$ cat config.mk
export PLATFORM = sky130hd
export DESIGN_NAME = swic_sleep_io_ctrl
export DESIGN_NICKNAME = d
export VERILOG_FILES = /design/src/core/swic_pkg.sv /design/src/core/swic_io_if.sv /design/src/core/swic_io_decode.sv /design/src/core/swic_sleep_io_ctrl.sv
export SDC_FILE = /design/constraint.sdc
export NUM_CORES = 1
export LEC_CHECK = 0
export ABC_CLOCK_PERIOD_IN_PS = 5400
export BUFFER_PORTS_ARGS = -buffer_cell sky130_fd_sc_hd__buf_2
export CORE_MARGIN = 5
export CORE_UTILIZATION = 50
export CTS_CLUSTER_SIZE = 12
export DETAILED_ROUTE_END_ITERATION = 8
export PLACE_DENSITY = 0.94
export SLEW_MARGIN = 20
export SYNTH_ARGS = -nofsm -noshare
export SYNTH_HDL_FRONTEND = slang
export SYNTH_SLANG_ARGS = --single-unit
$ cat constraint.sdc
create_clock -name mclk -period 5.4 [get_ports mclk]
set_input_delay 1.08 -clock mclk [delete_from_list [all_inputs] [get_ports mclk]]
set_output_delay 1.08 -clock mclk [all_outputs]
set_load 0.1 [all_outputs]
$ cat src/core/swic_pkg.sv
// Constants shared by the sleep/wake and internal I/O control block.
// Assumes a 100 MHz mclk and an AXI4-Lite register port with 32-bit data.
package swic_pkg;

    // --------
    // Clock and timing
    // --------
    localparam int CLK_PERIOD_NS        = 10;
    // Reset pin must be seen low for this many device clocks
    localparam int RESET_LOW_MIN_CYCLES = 6;
    localparam int RESET_CNT_W          = 3;

    // --------
    // Register map (byte addresses)
    // --------
    localparam int         ADDR_W          = 8;
    localparam logic [7:0] IO_CONTROL_IDX  = 8'h3f;
    localparam logic [7:0] IO_CONTROL_ADDR = 8'(IO_CONTROL_IDX * 4);
    localparam logic [7:0] STATUS_ADDR     = 8'h00;
    localparam logic [7:0] CLEAR_ADDR      = 8'h04;
    localparam logic [7:0] ENABLE_ADDR     = 8'h08;
    localparam logic [7:0] STATE_ADDR      = 8'h0c;

    // --------
    // io_control fields
    // --------
    localparam int         IOC_BASE_HI     = 7;
    localparam int         IOC_BASE_LO     = 6;
    localparam int         IOC_STOP_BIT    = 5;
    localparam logic [7:0] IOC_WRITE_MASK  = 8'he0;
    localparam logic [7:0] IOC_RESET       = 8'h00;

    // --------
    // Event bits (status, clear and enable share this layout)
    // --------
    localparam int         EVT_W           = 4;
    localparam int         EVT_RESET       = 0;
    localparam int         EVT_NMI         = 1;
    localparam int         EVT_IRQ         = 2;
    localparam int         EVT_RESUME      = 3;
    localparam logic [3:0] EVT_RESET_VAL   = 4'h0;

    // --------
    // Wake sources and I/O addressing
    // --------
    localparam int          NUM_WAKE_SRC   = 7;
    localparam logic [19:0] RESTART_ADDR   = 20'h00000;
    localparam logic [7:0]  IO_HIGH_ZERO   = 8'h00;
    localparam logic [3:0]  IO_PHYS_TOP    = 4'h0;

    // --------
    // AXI responses
    // --------
    localparam logic [1:0] RESP_OKAY       = 2'h0;
    localparam logic [1:0] RESP_SLVERR     = 2'h2;

    typedef enum logic [0:0] {
        ST_AWAKE,
        ST_ASLEEP
    } swic_state_t;

endpackage

$ cat src/core/swic_io_if.sv
// Signals between the controller and its I/O address decoder.
// Assumes both ends share mclk.
`timescale 1ns/1ps

interface swic_io_if;
    logic        ioCycle;
    logic [15:0] ioAddr;
    logic [19:0] memAddr;
    logic [1:0]  baseSel;
    logic [19:0] physAddr;
    logic        intSel;
    logic [5:0]  intOffset;

    modport ctrl
    (
        output ioCycle,
        output ioAddr,
        output memAddr,
        output baseSel,
        input  physAddr,
        input  intSel,
        input  intOffset
    );

    modport dec
    (
        input  ioCycle,
        input  ioAddr,
        input  memAddr,
        input  baseSel,
        output physAddr,
        output intSel,
        output intOffset
    );
endinterface

$ cat src/core/swic_io_decode.sv
// Internal I/O window decoder and physical address select.
// Assumes inputs come from logic on mclk; outputs are registered.
`timescale 1ns/1ps

module swic_io_decode
(
    // Clock and reset
    input wire logic mclk,
    input wire logic reset,
    input wire logic clkEn,
    // Decoder side of the carrier
    swic_io_if.dec   io
);

    typedef struct packed {
        logic [19:0] physAddr;
        logic        intSel;
        logic [5:0]  intOffset;
    } swic_dec_t;

    swic_dec_t r;
    swic_dec_t n;

    always_comb
    begin
        n = r;
        // I/O cycles skip translation and force the top nibble low
        n.physAddr  = io.ioCycle ? {swic_pkg::IO_PHYS_TOP, io.ioAddr} : io.memAddr;
        // Window: high byte zero, bits 7:6 equal to the base select
        n.intSel    = io.ioCycle && (io.ioAddr[15:8] == swic_pkg::IO_HIGH_ZERO)
                      && (io.ioAddr[7:6] == io.baseSel);
        n.intOffset = io.ioAddr[5:0];
    end

    always_ff @(posedge mclk)
    begin
        if (reset)
            r <= '0;
        else if (clkEn)
            r <= n;
    end

    assign io.physAddr  = r.physAddr;
    assign io.intSel    = r.intSel;
    assign io.intOffset = r.intOffset;

endmodule

$ cat src/core/swic_sleep_io_ctrl.sv
// Sleep/wake control and internal I/O control register, AXI4-Lite slave.
// Assumes reset, NMI and the two external interrupt lines are async pins;
// internal interrupts, enables and bus-cycle signals come from mclk logic.
//
// Overview of operation
// - Reset pin low six clocks while asleep wakes and restarts at address zero.
// - Wake sources: NMI, external zero and two, serial channels, reload timers.
// - NMI during sleep always wakes and takes the normal NMI response.
// - A maskable source with its enable cleared is ignored; sleep continues.
// - Enabled maskable source with global enable one wakes and takes the interrupt.
// - Enabled maskable source with global enable zero wakes and resumes after sleep.
// - Internal I/O window is 64 bytes, placed in low 256 by base select.
// - Internal I/O matches only when the I/O address high byte is zero.
// - Reset clears the base-select bits, putting the window at block zero.
// - io_control bit 5 set enters I/O stop mode; clear returns to normal.
// - I/O cycles bypass translation and drive physical bits 19 to 16 low.
//
// Local design decision: the AXI4-Lite register port.
`timescale 1ns/1ps

module swic_sleep_io_ctrl
#(
    parameter int NUM_WAKE = swic_pkg::NUM_WAKE_SRC
)
(
    // Clock, reset, enable
    input  wire logic                mclk,
    input  wire logic                reset,
    input  wire logic                clkEn,
    // AXI4-Lite write address
    input  wire logic [7:0]          s_axi_awaddr,
    input  wire logic                s_axi_awvalid,
    output      logic                s_axi_awready,
    // AXI4-Lite write data
    input  wire logic [31:0]         s_axi_wdata,
    input  wire logic [3:0]          s_axi_wstrb,
    input  wire logic                s_axi_wvalid,
    output      logic                s_axi_wready,
    // AXI4-Lite write response
    output      logic [1:0]          s_axi_bresp,
    output      logic                s_axi_bvalid,
    input  wire logic                s_axi_bready,
    // AXI4-Lite read
    input  wire logic [7:0]          s_axi_araddr,
    input  wire logic                s_axi_arvalid,
    output      logic                s_axi_arready,
    output      logic [31:0]         s_axi_rdata,
    output      logic [1:0]          s_axi_rresp,
    output      logic                s_axi_rvalid,
    input  wire logic                s_axi_rready,
    // Pins
    input  wire logic                resetInN,
    input  wire logic                nmiN,
    input  wire logic                extIrqZeroN,
    input  wire logic                extIrqTwoN,
    // Internal interrupt levels: serial channels, clocked serial, timers
    input  wire logic [NUM_WAKE-3:0] intIrq,
    // Core side
    input  wire logic [NUM_WAKE-1:0] srcEnable,
    input  wire logic                globalIrqEnableFlag,
    input  wire logic                sleepInstruction,
    output      logic                coreHalt,
    output      logic                coreRestart,
    output      logic [19:0]         restartAddr,
    output      logic                wakeNmi,
    output      logic                wakeIrq,
    output      logic                wakeResume,
    output      logic [NUM_WAKE-1:0] wakeSrc,
    output      logic                ioStop,
    output      logic                irqOut,
    // I/O bus cycle
    input  wire logic                ioCycle,
    input  wire logic [15:0]         ioAddr,
    input  wire logic [19:0]         memAddr,
    output      logic [19:0]         physAddr,
    output      logic                intIoSel,
    output      logic [5:0]          intIoOffset
);

    // --------
    // State
    // --------
    typedef struct packed {
        logic [1:0]                       rstSync;
        logic [1:0]                       nmiSync;
        logic                             nmiPrev;
        logic [1:0]                       int0Sync;
        logic [1:0]                       int2Sync;
        logic [swic_pkg::RESET_CNT_W-1:0] rstLowCnt;
        swic_pkg::swic_state_t            state;
        logic [7:0]                       ioCtrl;
        logic [swic_pkg::EVT_W-1:0]       status;
        logic [swic_pkg::EVT_W-1:0]       irqEn;
        logic                             coreRst;
        logic                             wakeNmi;
        logic                             wakeIrq;
        logic                             wakeResume;
        logic [NUM_WAKE-1:0]              wakeSrc;
        logic                             awPend;
        logic [7:0]                       awAddr;
        logic                             wPend;
        logic [31:0]                      wData;
        logic                             wStrb0;
        logic                             bValid;
        logic [1:0]                       bResp;
        logic                             rValid;
        logic [31:0]                      rData;
        logic [1:0]                       rResp;
    } swic_top_t;

    localparam logic [swic_pkg::RESET_CNT_W-1:0] RST_CNT_MAX =
        swic_pkg::RESET_CNT_W'(swic_pkg::RESET_LOW_MIN_CYCLES);

    swic_top_t r;
    swic_top_t n;

    logic                       resetHeld;
    logic                       nmiEdge;
    logic [NUM_WAKE-1:0]        srcVec;
    logic [NUM_WAKE-1:0]        armed;
    logic [swic_pkg::EVT_W-1:0] evt;
    logic [swic_pkg::EVT_W-1:0] clr;
    logic                       doWrite;

    // --------
    // Address decode
    // --------
    function automatic logic regMapped(input logic [7:0] a);
        return (a == swic_pkg::IO_CONTROL_ADDR) || (a == swic_pkg::STATUS_ADDR)
            || (a == swic_pkg::CLEAR_ADDR) || (a == swic_pkg::ENABLE_ADDR)
            || (a == swic_pkg::STATE_ADDR);
    endfunction

    function automatic logic [31:0] regRead(input logic [7:0] a, input swic_top_t s);
        logic [31:0] d;
        d = '0;
        unique case (a)
            swic_pkg::IO_CONTROL_ADDR: d[7:0] = s.ioCtrl;
            swic_pkg::STATUS_ADDR:     d[swic_pkg::EVT_W-1:0] = s.status;
            swic_pkg::ENABLE_ADDR:     d[swic_pkg::EVT_W-1:0] = s.irqEn;
            swic_pkg::STATE_ADDR:      d[1:0] = {s.coreRst, s.state == swic_pkg::ST_ASLEEP};
            default:                   d = '0;
        endcase
        return d;
    endfunction

    // --------
    // Sleep, wake and register logic
    // --------
    assign s_axi_awready = !r.awPend && !r.bValid;
    assign s_axi_wready  = !r.wPend && !r.bValid;
    assign s_axi_arready = !r.rValid;

    // Wake sources: bit 0 external zero, bit 1 external two, then internal
    assign srcVec    = {intIrq, !r.int2Sync[1], !r.int0Sync[1]};
    // A disabled source cannot reach the wake logic
    assign armed     = srcVec & srcEnable;
    assign resetHeld = (r.rstLowCnt == RST_CNT_MAX);
    // NMI is edge triggered, so a held-low line wakes only once
    assign nmiEdge   = r.nmiPrev && !r.nmiSync[1];
    assign doWrite   = r.awPend && r.wPend && r.wStrb0 && regMapped(r.awAddr);

    always_comb
    begin
        n = r;
        evt = '0;
        clr = '0;
        n.wakeNmi    = 1'b0;
        n.wakeIrq    = 1'b0;
        n.wakeResume = 1'b0;

        // Pin synchronisers: stage 0 feeds only stage 1
        n.rstSync  = {r.rstSync[0], resetInN};
        n.nmiSync  = {r.nmiSync[0], nmiN};
        n.int0Sync = {r.int0Sync[0], extIrqZeroN};
        n.int2Sync = {r.int2Sync[0], extIrqTwoN};
        n.nmiPrev  = r.nmiSync[1];

        // Count consecutive low samples of the reset pin, saturating
        if (r.rstSync[1])
            n.rstLowCnt = '0;
        else if (!resetHeld)
            n.rstLowCnt = r.rstLowCnt + 1'b1;
        n.coreRst = resetHeld;

        if (resetHeld)
        begin
            // Restart from address zero and drop any sleep state
            if (r.state == swic_pkg::ST_ASLEEP)
                evt[swic_pkg::EVT_RESET] = 1'b1;
            n.state  = swic_pkg::ST_AWAKE;
            n.ioCtrl = swic_pkg::IOC_RESET;
        end
        else
        begin
            unique case (r.state)
                swic_pkg::ST_AWAKE:
                begin
                    if (sleepInstruction)
                        n.state = swic_pkg::ST_ASLEEP;
                end
                swic_pkg::ST_ASLEEP:
                begin
                    // Stay here, watching every source, until one qualifies
                    if (nmiEdge)
                    begin
                        // Global enable does not gate the NMI
                        n.state   = swic_pkg::ST_AWAKE;
                        n.wakeNmi = 1'b1;
                        evt[swic_pkg::EVT_NMI] = 1'b1;
                    end
                    else if (|armed)
                    begin
                        n.state   = swic_pkg::ST_AWAKE;
                        n.wakeSrc = armed;
                        if (globalIrqEnableFlag)
                        begin
                            n.wakeIrq = 1'b1;
                            evt[swic_pkg::EVT_IRQ] = 1'b1;
                        end
                        else
                        begin
                            // Skips the response latency for fast sync
                            n.wakeResume = 1'b1;
                            evt[swic_pkg::EVT_RESUME] = 1'b1;
                        end
                    end
                end
            endcase
        end

        // Write channel: address and data may arrive in either order
        if (s_axi_awvalid && s_axi_awready)
        begin
            n.awPend = 1'b1;
            n.awAddr = s_axi_awaddr;
        end
        if (s_axi_wvalid && s_axi_wready)
        begin
            n.wPend  = 1'b1;
            n.wData  = s_axi_wdata;
            n.wStrb0 = s_axi_wstrb[0];
        end
        if (r.bValid && s_axi_bready)
            n.bValid = 1'b0;
        if (r.awPend && r.wPend)
        begin
            n.awPend = 1'b0;
            n.wPend  = 1'b0;
            n.bValid = 1'b1;
            n.bResp  = regMapped(r.awAddr) ? swic_pkg::RESP_OKAY : swic_pkg::RESP_SLVERR;
            // A pin reset in the same cycle keeps io_control cleared
            if (doWrite && r.awAddr == swic_pkg::IO_CONTROL_ADDR && !resetHeld)
                n.ioCtrl = r.wData[7:0] & swic_pkg::IOC_WRITE_MASK;
            if (doWrite && r.awAddr == swic_pkg::ENABLE_ADDR)
                n.irqEn = r.wData[swic_pkg::EVT_W-1:0];
            if (doWrite && r.awAddr == swic_pkg::CLEAR_ADDR)
                clr = r.wData[swic_pkg::EVT_W-1:0];
        end

        // Sticky events: a set in the clearing cycle survives
        n.status = (r.status & ~clr) | evt;

        // Read channel
        if (r.rValid && s_axi_rready)
            n.rValid = 1'b0;
        if (s_axi_arvalid && s_axi_arready)
        begin
            n.rValid = 1'b1;
            n.rData  = regRead(s_axi_araddr, r);
            n.rResp  = regMapped(s_axi_araddr) ? swic_pkg::RESP_OKAY : swic_pkg::RESP_SLVERR;
        end
    end

    always_ff @(posedge mclk)
    begin
        if (reset)
        begin
            r          <= '0;
            r.rstSync  <= 2'h3;
            r.nmiSync  <= 2'h3;
            r.nmiPrev  <= 1'b1;
            r.int0Sync <= 2'h3;
            r.int2Sync <= 2'h3;
            r.state    <= swic_pkg::ST_AWAKE;
            r.ioCtrl   <= swic_pkg::IOC_RESET;
            r.status   <= swic_pkg::EVT_RESET_VAL;
            r.irqEn    <= swic_pkg::EVT_RESET_VAL;
        end
        else if (clkEn)
            r <= n;
    end

    // --------
    // I/O address decoder
    // --------
    swic_io_if ioBus ();

    assign ioBus.ioCycle = ioCycle;
    assign ioBus.ioAddr  = ioAddr;
    assign ioBus.memAddr = memAddr;
    assign ioBus.baseSel = r.ioCtrl[swic_pkg::IOC_BASE_HI:swic_pkg::IOC_BASE_LO];

    swic_io_decode u_decode
    (
        .mclk  (mclk),
        .reset (reset),
        .clkEn (clkEn),
        .io    (ioBus.dec)
    );

    // --------
    // Outputs
    // --------
    assign s_axi_bvalid = r.bValid;
    assign s_axi_bresp  = r.bResp;
    assign s_axi_rvalid = r.rValid;
    assign s_axi_rdata  = r.rData;
    assign s_axi_rresp  = r.rResp;
    assign coreHalt     = (r.state == swic_pkg::ST_ASLEEP);
    assign coreRestart  = r.coreRst;
    assign restartAddr  = swic_pkg::RESTART_ADDR;
    assign wakeNmi      = r.wakeNmi;
    assign wakeIrq      = r.wakeIrq;
    assign wakeResume   = r.wakeResume;
    assign wakeSrc      = r.wakeSrc;
    assign ioStop       = r.ioCtrl[swic_pkg::IOC_STOP_BIT];
    assign irqOut       = |(r.status & r.irqEn);
    assign physAddr     = ioBus.physAddr;
    assign intIoSel     = ioBus.intSel;
    assign intIoOffset  = ioBus.intOffset;

endmodule

=== Word-level counts from Yosys, hierarchy flattened ===
Cells that the tools add are included.

* Register bits: 124
* Bits of input ports: 115
* Output and inout bits: 102

* Add/subtract/negate cells: 1
* Equal/unequal tests: 11
* Mux-type cells: 39
* Bitwise logic cells: 8
* Reductions and logical operators: 53

{| class="wikitable"
|+ Operator list
! kind !! count
|-
| two-way mux 35 bit || 1
|-
| two-way mux 34 bit || 1
|-
| == test 8 x 4 -> 1 bit (second input constant) || 4
|-
| two-way mux 9 bit || 3
|-
| zero test 8 bit || 3
|-
| two-way mux 8 bit || 3
|-
| two-way mux 10 bit || 2
|-
| two-way mux 20 bit || 1
|-
| AND reduction 2 bit || 9
|-
| logical AND 1 bit || 17
|-
| == test 8 x 3 -> 1 bit (second input constant) || 2
|-
| == test 8 bit (second input constant) || 2
|-
| two-way mux 3 bit || 5
|-
| two-way mux 1 bit || 13
|-
| two-way mux 4 bit || 3
|-
| bitwise AND 4 bit || 2
|-
| zero test 1 bit || 8
|-
| logical OR 1 bit || 8
|-
| two-way mux 2 bit || 4
|-
| case mux 2 bit (4 select lines) || 1
|-
| nonzero test 2 bit || 4
|-
| bitwise AND 7 bit || 1
|-
| OR reduction 7 bit || 1
|-
| case mux 2 bit (3 select lines) || 1
|-
| 11 further kinds || 13
|}

=== Logic depth before layout (Yosys ltp) ===
* Word-level depth: 12
* Depth in mapped cells: 8
* Gate-level depth less buffers: 7

=== Cells and area by module ===
A second synthesis with hierarchy kept.

* Cell total of the unflattened synthesis: 530
* Area total of the unflattened synthesis: 4,554.4 sq um

{| class="wikitable"
|+ By module, submodules not included
! module !! instances !! cells an instance !! area an instance (sq um) !! seq. area each (sq um)
|-
| swic_sleep_io_ctrl || 1 || 411 || 3,389.5 || 1,401.3
|-
| swic_io_decode || 1 || 119 || 1,164.9 || 540.5
|}

=== Worst setup path after synthesis ===
OpenSTA, ideal clock, no wires.

* Path kind: register to output
* From: reg r, in the netlist s_axi_bvalid
* To: out s_axi_awready
* Arrival: 2,093 ps
* Data required time: 4,320 ps
* Path slack: 2,227 ps
* Cell stages (with the launch flop): 2
* Cell sequence: dfxtp_1 nor2_1

* Longest elaborated chain between the ends: 2

{| class="wikitable"
|+ Ends and longest elaborated chain
! element !! line !! RTL
|-
| start: declaration || swic_sleep_io_ctrl.sv:114 || <nowiki>swic_top_t r;</nowiki>
|-
| start signal: assignment || swic_sleep_io_ctrl.sv:291 || <nowiki>r <= n;</nowiki>
|-
| zero test 1 bit || swic_sleep_io_ctrl.sv:150 || <nowiki>assign s_axi_awready = !r.awPend && !r.bValid;</nowiki>
|-
| logical AND 1 bit || swic_sleep_io_ctrl.sv:150 ||
|-
| end: declaration || swic_sleep_io_ctrl.sv:33 || <nowiki>output logic s_axi_awready,</nowiki>
|}

No other way between the ends.

=== Final worst setup path ===
* From: in clkEn
* To: reg r[38] in the netlist's numbering

* Longest elaborated chain between the ends: 1

{| class="wikitable"
|+ Ends and longest elaborated chain
! element !! line !! RTL
|-
| start: declaration || swic_sleep_io_ctrl.sv:29 || <nowiki>input wire logic clkEn,</nowiki>
|-
| AND reduction 2 bit (no line) || -- ||
|}

No other way between the ends.
A chain may end at the register's enable or synchronous reset.

==> metrics.cfg <==
[setup_path]
cp_num_buf_inv=3
cp.arrival_ps=2950
cpPeakStageDelay_ps=540
cp.depth=6
cp.required_ps=5620
reg2reg_setup_slack_ps=3250
worstPathMaxFanout=48
crit-reg2reg-launch=r[109]
critPathTopFamily=buffers and inverters
crit_chain=buf_2 > buf_4 > nor4bb_2 > buf_4 > mux2i_1 > nor2_1
cp_slowest_cell=buf_4
cp_common_cell=buf_4
crit_type=in -> reg
r2r_end=r[99]
critPathLaunchType=input port
worstSetupEndpointType=register
rr_worst_depth=7

[cts]
cts_root_buf=clkbuf_8
numCtsBuffers=9
clk_pin_slew_worst_paths_ps=100
htreeDepth=3
cts-resized-gates=0
cts_tree=yes
cts_sinks=97
post_cts_buffers=0
clkLatencyLatePin_ps=360
ctsHoldBuffers=0
clk_path_buf_depth=2

[timing]
fin_skew_ps=11.0
worstMarginPinSlew_ps=839
final.setup.tns_ps=0
layout_setup_ws_ps=2660
max-slew-margin-rel=0.437
period_minus_slack_ps=2740
fin_crit_sh=0.507
rsz0062_at_grt=false
hold_viol_final=0
drv_slew=0
fmax_mhz=365
setup_viol=0

[yosys]
syn_area_per_cell_um2=9.14
ys_top_cells_by_area=dfxtp_1 43%, mux2i_1 12%, buf_4 11%, nor2_1 5.9%, a211oi_1 3.0%
synth-async-reset-ratio=0
syn_area_um2=4500
synth_edf_count=0
synth_top_cell_by_area=dfxtp_1
ys.flop_type=dfxtp_1
synth_cell_types=55
yosysSeqAreaShare=0.432
yosysWarningCount=0
ys_ff_latch=97
syn_inst=492
yosysTopAreaCellShare=0.432

[global_routing]
antenna_found_initial=0
top_usage_layer=met2
grt_usage=0.186
grt_remaining_overflow=0
met3_usage=0.0432
grt_max_degree=78
grt_use_met1=0.216
grt_pass1_wl_mm=17.2
grt_pass1_vias=3695
met2_usage=0.335

[finish]
antenna_cells=0
drive_gt1_frac=0.281
layout.nets=724
area_growth_pct=14.9

[floorplanning]
rows=34
start_util=0.513
die_h_um=105
ios=217
dieArea_um2=11000
die_w_um=105
core_area_um2=8760

[job]
maxCapViolCount=0

[route]
vias_per_cell=5.14
first_pass_iters=6
drt_iter0_markers=192
wl_per_cell_um=14.7
drtAntennaViolNets=0
wirelength_mm=10.6
drc_errors=0
vias=3700

[pwr]
power_per_cell_area_nw_per_um2=314
peakVddDrop_mv=0.185
switching_share=0.388
comb_power_share=0.257
seq_power_share=0.468
p_sw_mw=0.629
p_int_mw=0.992
leakage_nw=2.39
power.share.clock=0.275

[worst_hold_path]
hold_end=s_axi_rdata[4]
whs_path_depth=2
min_from=s_axi_rdata[4]
hold_class=reg -> reg

[placed_design]
gp_congestion=0.850
port_buffers=142
place_hpwl_mm=8.25
place_ws_ps=2310

[status]
status=finished clean

==> worst max path at each step <==
stage	slack, ps	endpoint	startpoint
2_1_floorplan	2230	s_axi_awready	s_axi_bvalid
3_3_place_gp	2270	r[77]	clkEn
3_5_place_dp	2310	r[40]	clkEn
4_1_cts	2680	r[38]	clkEn
5_1_grt	2530	r[44]	clkEn
6_report	2660	r[38]	clkEn
==> power groups by stage <==
stage / logic [mW] / clock network (mW) / registers, mW
2_1_floorplan: 0.272 / 0 / 0.873
3_3_place_gp: 0.409 / 0 / 0.773
3_5_place_dp: 0.416 / 0 / 0.776
4_1_cts: 0.417 / 0.457 / 0.759
5_1_grt: 0.436 / 0.488 / 0.763
6_report: 0.417 / 0.445 / 0.759
==> final cells by class <==
cell class | count | area [µm²]
fill | 748 | 3590
tap | 108 | 135
multi-input combinational | 346 | 2140
clock buffer | 9 | 124
sequential | 97 | 1940
clock inverter | 7 | 61.3
inverter | 8 | 30.0
timing repair buffer | 145 | 733
==> per-stage QoR <==
| step | cell area (µm²) | utilization | instances | power [mW] | hold WS, ps |
|---|---|---|---|---|---|
| after detailed placement | 4980 | 0.569 | 704 | 1.19 | 446 |
| after global placement | 4970 | 0.568 | 704 | 1.18 | 439 |
| after CTS | 5170 | 0.590 | 720 | 1.63 | 461 |
| after global routing | 5170 | 0.590 | 720 | 1.69 | 483 |
| final | 5170 | 0.590 | 720 | 1.62 | 460 |
| after floorplan | 4670 | - | 537 | 1.15 | 429 |
==> cell families after synthesis <==
kind of cell	synth area share
DFF	0.432
adders and majority gates	0.00556
muxes	0.120
AOI/OAI and AO/OA	0.118
and+or+nand+nor	0.186
buffers and inverters	0.134
xor gates and xnor gates	0.00390
other	0.000834
==> layout by cell type, fill, tap and decap left out, drive strengths merged, types with 2 or more instances in the layout <==
master    instances
nand4             4
ha                2
nand2            31
nor4bb            2
nor4              5
nand2b            4
clkbuf            9
nor2             71
o2111ai           2
and4              2
o211ai            2
nor3              6
a211oi           18
a31o              3
nor2b             7
dfxtp            97
or4               2
o21ai             4
and3              2
and2             11
mux2i            54
buf             145
nand3             9
nor3b             3
a22oi             6
a21oi            26
a221oi            2
conb             46
o22ai             2
clkinvlp          2
inv              12
a22o              6
==> cell usage after synthesis (5+ instances only) <==
library cell  number
nor3_1             5
a22o_1             6
nand2_1           31
inv_1              8
nor2b_1            7
buf_4             64
and2_1            11
buf_1              8
dfxtp_1           97
buf_2              7
clkbuf_1           7
mux2i_1           54
nor2_1            71
a22oi_1            6
nand3_1            9
a21oi_1           26
a211oi_1          18
==> sequential cells by signal (all words and copies together), names as in the netlist, 2 cells and up <==
register and flops:
n 5, s_axi_rdata 8, u_decode.io.intOffset 6, u_decode.io.physAddr 20, wakeSrc 7, r 38, ioBus.baseSel 2
==> metal layers <==
metal	share of wire	routed length, µm	up-vias
met5	0	0	-
met4	0.015	158	0
met3	0.070	738	13
met2	0.51	5430	128
met1	0.40	4280	1720
li1	-	-	1839
==> tightest hold or removal path, cell delays in order (launching register included) <==
cell     delay [ps]
dfxtp_1         320
nand2_1          50
a21oi_1          50
Note: power is estimated with default switching activity, not from simulation.
